===== config.mk =====
export PLATFORM = sky130hd
export DESIGN_NAME = rac_alarm_unit
export DESIGN_NICKNAME = d
export VERILOG_FILES = /design/src/common/rac_pkg.sv /design/src/core/rac_field_match.sv /design/src/core/rac_alarm_unit.sv
export SDC_FILE = /design/constraint.sdc
export NUM_CORES = 1
export LEC_CHECK = 0
export ABC_AREA = 1
export BUFFER_PORTS_ARGS = -buffer_cell sky130_fd_sc_hd__clkbuf_2
export CORE_MARGIN = 3
export CORE_UTILIZATION = 55
export CTS_BUF_LIST = sky130_fd_sc_hd__clkbuf_4 sky130_fd_sc_hd__clkbuf_8
export DETAILED_ROUTE_END_ITERATION = 16
export PLACE_DENSITY = 0.76
export RECOVER_POWER = 25
export SYNTH_ARGS = -nofsm -noshare
export SYNTH_HDL_FRONTEND = slang
export SYNTH_SLANG_ARGS = --single-unit

===== constraint.sdc =====
create_clock -name clock_i -period 4.5 [get_ports clock_i]
set_input_delay 0.45 -clock clock_i [delete_from_list [all_inputs] [get_ports clock_i]]
set_output_delay 0.45 -clock clock_i [all_outputs]
set_load 0.02 [all_outputs]

===== src/common/rac_pkg.sv =====
// shared constants and carrier types of the alarm compare unit
package rac_pkg;

    // ***********************************************************
    // register map
    // ***********************************************************
    localparam logic [7:0] TIME_FIRST_ADDR = 8'h00;
    localparam logic [7:0] TIME_LAST_ADDR = 8'h07;
    localparam logic [7:0] ALARM1_SECONDS_ADDR = 8'h08;
    localparam logic [7:0] ALARM1_MINUTES_ADDR = 8'h09;
    localparam logic [7:0] ALARM1_HOURS_ADDR = 8'h0A;
    localparam logic [7:0] ALARM1_DAY_OF_MONTH_ADDR = 8'h0B;
    localparam logic [7:0] ALARM1_MONTH_ADDR = 8'h0C;
    localparam logic [7:0] ALARM2_MINUTES_ADDR = 8'h0D;
    localparam logic [7:0] ALARM2_HOURS_ADDR = 8'h0E;
    localparam logic [7:0] ALARM2_DAY_OF_WEEK_ADDR = 8'h0F;
    localparam logic [7:0] ALARM_FIELD_ENABLES_ADDR = 8'h10;
    localparam logic [7:0] ALARM_FIELD_ENABLES_RST = 8'h00;
    localparam logic [7:0] ALARM_REG_RST = 8'h00;
    localparam logic [7:0] UNMAPPED_READ = 8'h00;

    // ***********************************************************
    // enable bit positions
    // ***********************************************************
    localparam int ALM1_SECOND_EN = 0;
    localparam int ALM1_MINUTE_EN = 1;
    localparam int ALM1_HOUR_EN = 2;
    localparam int ALM1_DAY_EN = 3;
    localparam int ALM1_MONTH_EN = 4;
    localparam int ALM2_MINUTE_EN = 5;
    localparam int ALM2_HOUR_EN = 6;
    localparam int ALM2_WEEKDAY_EN = 7;

    // ***********************************************************
    // time counter locations
    // ***********************************************************
    localparam logic [2:0] TIME_SECONDS = 3'h1;
    localparam logic [2:0] TIME_MINUTES = 3'h2;
    localparam logic [2:0] TIME_HOURS = 3'h3;
    localparam logic [2:0] TIME_DAY = 3'h4;
    localparam logic [2:0] TIME_HOURS_MID = 3'h4;
    localparam logic [2:0] TIME_WEEKDAY = 3'h5;
    localparam logic [2:0] TIME_HOURS_TOP = 3'h5;
    localparam logic [2:0] TIME_MONTH = 3'h6;

    // ***********************************************************
    // implemented bits per field
    // ***********************************************************
    localparam logic [7:0] MASK_SEC_MIN = 8'h7F;
    localparam logic [7:0] MASK_HOUR = 8'h3F;
    localparam logic [7:0] MASK_DAY = 8'h3F;
    localparam logic [7:0] MASK_MONTH = 8'h1F;
    localparam logic [7:0] MASK_WEEKDAY = 8'h07;
    localparam logic [7:0] MASK_BCD_PAIR = 8'hFF;

    // ***********************************************************
    // timing
    // ***********************************************************
    localparam int CLK_PERIOD_PS = 8000;
    localparam int IRQ_PULSE_NS = 1000;
    localparam int IRQ_PULSE_CYCLES = (IRQ_PULSE_NS * 1000 + CLK_PERIOD_PS - 1) / CLK_PERIOD_PS;
    localparam int PULSE_CNT_W = 8;

    // ***********************************************************
    // carriers
    // ***********************************************************
    typedef struct packed {
        logic [7:0][7:0] loc;
    } rac_time_s;

    typedef struct packed {
        logic alarm1_to_a;
        logic alarm1_to_b;
        logic alarm2_to_a;
        logic alarm2_to_b;
        logic pulse_mode_a;
        logic pulse_mode_b;
    } rac_irq_cfg_s;

endpackage


===== src/core/rac_field_match.sv =====
// all-enabled-fields comparator for one alarm
`timescale 1ns/1ps
`default_nettype none

module rac_field_match #(
    parameter int NUM_FIELDS = 3
) (
    // fields
    input wire logic [NUM_FIELDS-1:0][7:0] alarm_i,
    input wire logic [NUM_FIELDS-1:0][7:0] now_i,
    input wire logic [NUM_FIELDS-1:0][7:0] mask_i,
    input wire logic [NUM_FIELDS-1:0] enable_i,
    // result
    output logic match_o
);

    logic [NUM_FIELDS-1:0] field_ok;

    // a disabled field always agrees, so it drops out of the condition
    for (genvar i = 0; i < NUM_FIELDS; i++)
    begin : g_field
        assign field_ok[i] = !enable_i[i] || ((alarm_i[i] & mask_i[i]) == (now_i[i] & mask_i[i]));
    end

    // an alarm with nothing enabled never fires
    assign match_o = (|enable_i) && (&field_ok);

endmodule
`default_nettype wire


===== src/core/rac_alarm_unit.sv =====
// alarm compare unit with read snapshot of the time counters
`timescale 1ns/1ps
`default_nettype none

// How it works
// - a host transfer start copies time locations 00h-07h into a read snapshot
// - the counters outside keep running; the snapshot never stalls them
// - two alarms, each with its own fields, flag and interrupt routing
// - calendar mode compares time and date, elapsed mode compares time only
// - alarm one compares seconds, minutes, hours, day, month, each enabled separately
// - alarm two compares minutes, hours, weekday, each enabled separately
// - alarm one values sit at 08h-0Ch: seconds, minutes, hours, day, month
// - alarm two values sit at 0Dh-0Fh: minutes, hours, weekday
// - enable register 10h bit map as listed; resets to zero
// - each enabled field is compared with the matching current field
// - disabled fields take no part in the match
// - time stepping into a full match sets that alarm's flag
// - flag stays until the host clears it by command
// - each alarm can drive either or both active-low interrupt pins
// - elapsed mode: alarm one to six-digit hours, alarm two to four-digit hours
// - unimplemented alarm bits hold no state and read as zero
// - mode bit one selects elapsed counting, zero selects calendar
// - interrupt pins give a pulse per new match or follow the flag
// - after clearing, a flag sets again only on the next new match
module rac_alarm_unit (
    // clock and reset
    input wire logic clock_i,
    input wire logic arst_n_i,
    // time base
    input wire logic tick_i,
    input wire rac_pkg::rac_time_s time_i,
    input wire logic elapsed_mode_select_i,
    // register port from the serial host interface
    input wire logic xfer_start_i,
    input wire logic [7:0] reg_addr_i,
    input wire logic reg_wr_i,
    input wire logic [7:0] reg_wdata_i,
    input wire logic reg_rd_i,
    output logic [7:0] reg_rdata_o,
    // flag commands and interrupt control
    input wire logic clr_first_alarm_flag_i,
    input wire logic clr_second_alarm_flag_i,
    input wire rac_pkg::rac_irq_cfg_s irq_cfg_i,
    // status and pins
    output logic first_alarm_flag_o,
    output logic second_alarm_flag_o,
    output logic irq_out_a_n_o,
    output logic irq_out_b_n_o
);

    // ***********************************************************
    // storage
    // ***********************************************************
    rac_pkg::rac_time_s snap;
    logic [7:0][7:0] alarm_reg;
    logic [7:0] field_en;
    logic [7:0][7:0] keep_mask;
    logic [2:0] alarm_idx;
    logic alarm_hit;
    logic mode_d;

    // implemented bits of each alarm location for the current mode
    always_comb
    begin
        if (elapsed_mode_select_i)
        begin
            keep_mask = {rac_pkg::MASK_BCD_PAIR, rac_pkg::MASK_BCD_PAIR,
                         rac_pkg::MASK_SEC_MIN, rac_pkg::MASK_BCD_PAIR,
                         rac_pkg::MASK_BCD_PAIR, rac_pkg::MASK_BCD_PAIR,
                         rac_pkg::MASK_SEC_MIN, rac_pkg::MASK_SEC_MIN};
        end
        else
        begin
            keep_mask = {rac_pkg::MASK_WEEKDAY, rac_pkg::MASK_HOUR,
                         rac_pkg::MASK_SEC_MIN, rac_pkg::MASK_MONTH,
                         rac_pkg::MASK_DAY, rac_pkg::MASK_HOUR,
                         rac_pkg::MASK_SEC_MIN, rac_pkg::MASK_SEC_MIN};
        end
    end

    assign alarm_idx = reg_addr_i[2:0];
    assign alarm_hit = (reg_addr_i >= rac_pkg::ALARM1_SECONDS_ADDR)
                    && (reg_addr_i <= rac_pkg::ALARM2_DAY_OF_WEEK_ADDR);

    // snapshot taken once per transfer; the counters are never held
    always_ff @(posedge clock_i or negedge arst_n_i)
    begin
        if (!arst_n_i)
            snap <= '0;
        else if (xfer_start_i)
            snap <= time_i;
    end

    // alarm values; bits outside the mode's mask are dropped on write and on a mode switch
    always_ff @(posedge clock_i or negedge arst_n_i)
    begin
        if (!arst_n_i)
        begin
            alarm_reg <= {8{rac_pkg::ALARM_REG_RST}};
            mode_d <= 1'b0;
        end
        else
        begin
            mode_d <= elapsed_mode_select_i;
            // a switch to calendar narrows the fields, so stale upper bits must not survive
            if (elapsed_mode_select_i != mode_d)
                alarm_reg <= alarm_reg & keep_mask;
            if (reg_wr_i && alarm_hit)
                alarm_reg[alarm_idx] <= reg_wdata_i & keep_mask[alarm_idx];
        end
    end

    // field enables
    always_ff @(posedge clock_i or negedge arst_n_i)
    begin
        if (!arst_n_i)
            field_en <= rac_pkg::ALARM_FIELD_ENABLES_RST;
        else if (reg_wr_i && reg_addr_i == rac_pkg::ALARM_FIELD_ENABLES_ADDR)
            field_en <= reg_wdata_i;
    end

    // ***********************************************************
    // register read
    // ***********************************************************
    // time locations return the snapshot so a multi-byte read is coherent
    always_ff @(posedge clock_i or negedge arst_n_i)
    begin
        if (!arst_n_i)
            reg_rdata_o <= rac_pkg::UNMAPPED_READ;
        else if (reg_rd_i)
        begin
            if (reg_addr_i <= rac_pkg::TIME_LAST_ADDR)
                reg_rdata_o <= snap.loc[reg_addr_i[2:0]];
            else if (alarm_hit)
                reg_rdata_o <= alarm_reg[alarm_idx] & keep_mask[alarm_idx];
            else if (reg_addr_i == rac_pkg::ALARM_FIELD_ENABLES_ADDR)
                reg_rdata_o <= field_en;
            else
                reg_rdata_o <= rac_pkg::UNMAPPED_READ;
        end
    end

    // ***********************************************************
    // field selection and compare
    // ***********************************************************
    logic [4:0][7:0] now1;
    logic [4:0][7:0] msk1;
    logic [2:0][7:0] now2;
    logic [2:0][7:0] msk2;
    logic match1;
    logic match2;

    // route the live counters onto the alarm fields for the mode
    always_comb
    begin
        now1[0] = time_i.loc[rac_pkg::TIME_SECONDS];
        now1[1] = time_i.loc[rac_pkg::TIME_MINUTES];
        now1[2] = time_i.loc[rac_pkg::TIME_HOURS];
        now2[0] = time_i.loc[rac_pkg::TIME_MINUTES];
        now2[1] = time_i.loc[rac_pkg::TIME_HOURS];
        if (elapsed_mode_select_i)
        begin
            now1[3] = time_i.loc[rac_pkg::TIME_HOURS_MID];
            now1[4] = time_i.loc[rac_pkg::TIME_HOURS_TOP];
            now2[2] = time_i.loc[rac_pkg::TIME_HOURS_MID];
        end
        else
        begin
            now1[3] = time_i.loc[rac_pkg::TIME_DAY];
            now1[4] = time_i.loc[rac_pkg::TIME_MONTH];
            now2[2] = time_i.loc[rac_pkg::TIME_WEEKDAY];
        end
        msk1 = keep_mask[4:0];
        msk2 = keep_mask[7:5];
    end

    // one comparator per alarm, each with its own enables
    rac_field_match #(
        .NUM_FIELDS(5)
    ) u_match1 (
        .alarm_i(alarm_reg[4:0]),
        .now_i(now1),
        .mask_i(msk1),
        .enable_i(field_en[rac_pkg::ALM1_MONTH_EN:rac_pkg::ALM1_SECOND_EN]),
        .match_o(match1)
    );

    rac_field_match #(
        .NUM_FIELDS(3)
    ) u_match2 (
        .alarm_i(alarm_reg[7:5]),
        .now_i(now2),
        .mask_i(msk2),
        .enable_i(field_en[rac_pkg::ALM2_WEEKDAY_EN:rac_pkg::ALM2_MINUTE_EN]),
        .match_o(match2)
    );

    // ***********************************************************
    // match events and flags
    // ***********************************************************
    logic tick_d;
    logic match1_prev;
    logic match2_prev;
    logic event1;
    logic event2;

    // counters settle one cycle after the tick; only a fresh match counts
    always_ff @(posedge clock_i or negedge arst_n_i)
    begin
        if (!arst_n_i)
        begin
            tick_d <= 1'b0;
            match1_prev <= 1'b0;
            match2_prev <= 1'b0;
        end
        else
        begin
            tick_d <= tick_i;
            if (tick_d)
            begin
                match1_prev <= match1;
                match2_prev <= match2;
            end
        end
    end

    assign event1 = tick_d && match1 && !match1_prev;
    assign event2 = tick_d && match2 && !match2_prev;

    // a match in the clearing cycle wins over the clear
    always_ff @(posedge clock_i or negedge arst_n_i)
    begin
        if (!arst_n_i)
        begin
            first_alarm_flag_o <= 1'b0;
            second_alarm_flag_o <= 1'b0;
        end
        else
        begin
            if (event1)
                first_alarm_flag_o <= 1'b1;
            else if (clr_first_alarm_flag_i)
                first_alarm_flag_o <= 1'b0;
            if (event2)
                second_alarm_flag_o <= 1'b1;
            else if (clr_second_alarm_flag_i)
                second_alarm_flag_o <= 1'b0;
        end
    end

    // ***********************************************************
    // interrupt pins
    // ***********************************************************
    logic [1:0] pin_event;
    logic [1:0] pin_level;
    logic [1:0] pin_pulse_mode;
    logic [1:0][rac_pkg::PULSE_CNT_W-1:0] pulse_cnt;
    logic [1:0] pin_active;

    assign pin_event[0] = (event1 && irq_cfg_i.alarm1_to_a) || (event2 && irq_cfg_i.alarm2_to_a);
    assign pin_event[1] = (event1 && irq_cfg_i.alarm1_to_b) || (event2 && irq_cfg_i.alarm2_to_b);
    assign pin_level[0] = (first_alarm_flag_o && irq_cfg_i.alarm1_to_a)
                       || (second_alarm_flag_o && irq_cfg_i.alarm2_to_a);
    assign pin_level[1] = (first_alarm_flag_o && irq_cfg_i.alarm1_to_b)
                       || (second_alarm_flag_o && irq_cfg_i.alarm2_to_b);
    assign pin_pulse_mode = {irq_cfg_i.pulse_mode_b, irq_cfg_i.pulse_mode_a};

    // a one-cycle 8 ns strobe would be lost on a board, so pulses are stretched to 1000 ns
    for (genvar p = 0; p < 2; p++)
    begin : g_pin
        always_ff @(posedge clock_i or negedge arst_n_i)
        begin
            if (!arst_n_i)
                pulse_cnt[p] <= '0;
            else if (pin_event[p])
                pulse_cnt[p] <= rac_pkg::PULSE_CNT_W'(rac_pkg::IRQ_PULSE_CYCLES);
            else if (pulse_cnt[p] != '0)
                pulse_cnt[p] <= pulse_cnt[p] - 1'b1;
        end
        assign pin_active[p] = pin_pulse_mode[p] ? (pulse_cnt[p] != '0) : pin_level[p];
    end

    // pins are registered so they never glitch
    always_ff @(posedge clock_i or negedge arst_n_i)
    begin
        if (!arst_n_i)
        begin
            irq_out_a_n_o <= 1'b1;
            irq_out_b_n_o <= 1'b1;
        end
        else
        begin
            irq_out_a_n_o <= !pin_active[0];
            irq_out_b_n_o <= !pin_active[1];
        end
    end
endmodule
`default_nettype wire


==> summary.md <==
| Metric | Value |
|---|---|
| Setup TNS | `0 ns` |
| Initial core utilization | `0.5744` |
| Post-CTS resize count | `0` |
| DRT Wirelength | `around 26 mm` |
| CP required | `between 4 and 5 ns` |
| CP max-delay cell | `clkbuf_1` |
| Max incr delay on CP | `1.24 ns` |
| Die Area | `0.01773 mm²` |
| Ys flop type | `dfrtp_1` |
| Worst-path clk slew | `roughly 0.080 ns` |
| Leakage power | `4.840 nW` |
| Post-CTS setup buffers | `0` |
| Port bufs | `106` |
| First-pass GRT wire length | `40.98 mm` |
| Root buffer cell | `clkbuf_8` |
| Period minus WS final | `3.009 ns` |
| Rows | `45` |
| Initial antenna violation count | `1` |
| H-tree Lvls | `4` |
| Async SR Flop Fraction | `1.000` |
| Core area | `0.01548 mm²` |
| Setup ws final | `1.491 ns` |
| Post-route clock skew | `about 0.017 ns` |
| Gr ovfl total | `0` |
| Mapped Nets | `1226` |
| DIE HEIGHT | `between 100 and 150 µm` |
| Startpoint Class | `input port` |
| Crit share post-route | `0.6688` |
| DR pass1 iterations | `7` |
| Crit-path max FO | `a little over 40` |
| HPWL after DPL | `~19 mm` |
| Register area | `0.004156 mm²` |
| Placer Congestion | `between 0.9 and 1` |
| Finished Layout Cells | `1439` |
| Vias/cell | `between 5 and 6` |
| WHS | `roughly 0.096 ns` |
| Measured slew at the worst slew-check pin | `2.598 ns` |
| WL per Instance | `18.22 µm` |
| Synth warnings | `0` |
| Layout area overhead | `12.23%` |
| Maxcap violations | `2` |
| Clock buffer depth | `2` |
| CTS Buf Count | `17` |
| Max Clk Rate | `332.3 MHz` |
| Critical path endpoint category | `register` |
| Layout cells sized above 1 | `0.1493` |
| PD cells | `378.4 mW/mm²` |
| RSZ-0062 raised after global routing | `false` |
| Max FFs per register | `64` |
| CTS tree | `built` |
| Cell repeated most along the worst path | `nand2_1` |
| Dpl cells | `1405` |
| Cells after Synth | `1127` |
| Post-synth EDFFs | `0` |
| Routed via count | `8109` |
| Yosys reg bits | `166` |
| Worst slew margin | `-0.7318` |
| Seq/Total Area, Yosys | `0.4674` |
| Clock sinks | `between 150 and 200` |
| Footprint of the multi-input gates | `about 0.004 mm²` |
| Yosys cell types | `42` |
| Max-slew violations | `144` |
| Worst setup path category | `input port to register` |
| CP Data Arrival Time | `3.37 ns` |
| Outcome | `finished, violations left` |
| Commonest cells after routing, fill and taps aside | `nand2_1 (278), dfrtp_1 (164), o21ai_0 (135)` |
| Dpl ws | `around 1.9 ns` |
| Post-route DRC | `0` |
| Tot GR Track Use | `0.3006` |
| Io pins | `~110` |
| Final Net Count | `1312` |
| Die X | `133.2 µm` |
| Iteration-0 DRC Markers | `roughly 930` |
| Commonest non-fill, non-tap cell in the layout | `nand2_1` |
| Maximum vdd drop | `0.0002610 V` |
| Synthesized area per cell | `7.891 µm²` |
| Fill cells | `1349` |
| Hold buffer count at cts | `0` |
| Setup violators final | `0` |
| Largest net degree at the start of global routing | `114` |
| Clk Latency, worst-skew pair | `0.48 ns` |
| Netlist Area Pre-Place | `0.008894 mm²` |
| Routed Antenna Nets | `0` |
| CP Cell Sequence | `clkbuf_1, inv_1, nand2_1, nand2_1, nand2_1, nand2_1, inv_1, nand2_1, nor2_1, nand2_1, nand2_2, nand4_4, nand2_1, nor2_1` |
| Hold Crit Class | `input port to register` |
| Final Hold Viols | `0` |
| Vias in the first global route | `~7.7k` |
| Failing checks | `max-capacitance violations, max-slew violations` |
==> Yosys cell counts, types with 2 or more instances <==
master | number | area (µm²)
a21oi_1 | 60 | 300.3
a22o_1 | 3 | 26.28
buf_1 | 2 | 7.510
buf_2 | 19 | 95.09
buf_4 | 6 | 45.04
buf_6 | 4 | 45.04
clkbuf_1 | 11 | 41.29
clkinv_1 | 2 | 7.510
dfrtp_1 | 164 | 4104
dfstp_2 | 2 | 52.55
ha_1 | 4 | 50.05
inv_1 | 125 | 469.2
inv_2 | 5 | 18.77
mux2_2 | 16 | 180.2
nand2_1 | 278 | 1044
nand2_2 | 6 | 37.54
nand3_1 | 56 | 280.3
nand3b_1 | 12 | 90.09
nand4_1 | 5 | 31.28
nand4_4 | 4 | 85.08
nor2_1 | 86 | 322.8
nor2_2 | 3 | 18.77
nor2_4 | 4 | 45.04
nor2_8 | 2 | 40.04
nor3_1 | 3 | 15.01
o2111ai_1 | 2 | 17.52
o211ai_1 | 14 | 105.1
o21ai_0 | 135 | 675.7
o21ai_1 | 42 | 210.2
o22ai_1 | 4 | 25.02
xnor2_1 | 18 | 157.7
xor2_1 | 20 | 175.2
==> cell families after synthesis <==
logic type / synth area share
and+or+nand+nor: 0.2281
AOI/OAI and AO/OA: 0.1573
buffers and inverters: 0.08272
DFF: 0.4674
xor gates and xnor gates: 0.03742
muxes: 0.02152
adders and majority gates: 0.005628
==> path summary, 6_finish.rpt <==
| kind | startpoint | end | slack [ns] | depth (start not counted) |
|---|---|---|---|---|
| max | elapsed_mode_select_i | pulse_cnt[15] | 1.49 | 14 |
| min | tick_i | tick_d | 0.1 | 1 |
| max reg2reg | alarm_reg[23] | pulse_cnt[15] | 2.64 | 12 |
| min reg2reg | match1_prev | first_alarm_flag_o | 0.46 | 1 |
| max in group asynchronous | arst_n_i | irq_out_a_n_o | 2.04 | 2 |
| min in group asynchronous | arst_n_i | snap[46] | 0.74 | 1 |
==> metrics by stage <==
stage,instance area (µm²),utilization,power (mW)
2_1_floorplan,8894,-,2.238
3_3_place_gp,9485,0.6126,2.457
3_5_place_dp,9485,0.6126,2.478
4_1_cts,9983,0.6448,3.781
5_1_grt,9978,0.6444,3.967
6_report,9981,0.6446,3.777
==> routing by layer <==
layer	track usage	vias up	part of all wire
met1	0.4106	3839	0.41
met4	0.1394	0	0.043
met5	0	-	0
li1	-	3821	-
met2	0.4529	380	0.45
met3	0.07779	69	0.093
==> report_power, final <==
part	total, mW	internal [mW]	switching [mW]
Sequential	1.76	1.65	0.108
Clock	1.32	0.759	0.558
Combinational	0.700	0.268	0.432
==> area by class of cell <==
| cell class | instances | area share |
|---|---|---|
| Antenna cell | 2 | 0.0005014 |
| Clock buffer | 20 | 0.02758 |
| Clock inverter | 12 | 0.02231 |
| Inverter | 133 | 0.05027 |
| Multi-Input combinational cell | 786 | 0.4009 |
| Sequential cell | 166 | 0.4164 |
| Tap cell | 211 | 0.02645 |
| Timing Repair Buffer | 109 | 0.05553 |
==> critical path, delay by kind of cell <==
kind	cells	cell delay [ns]
and+or+nand+nor	11	1.15
buffers and inverters	3	1.75
Power figures use the tool's default switching activity.
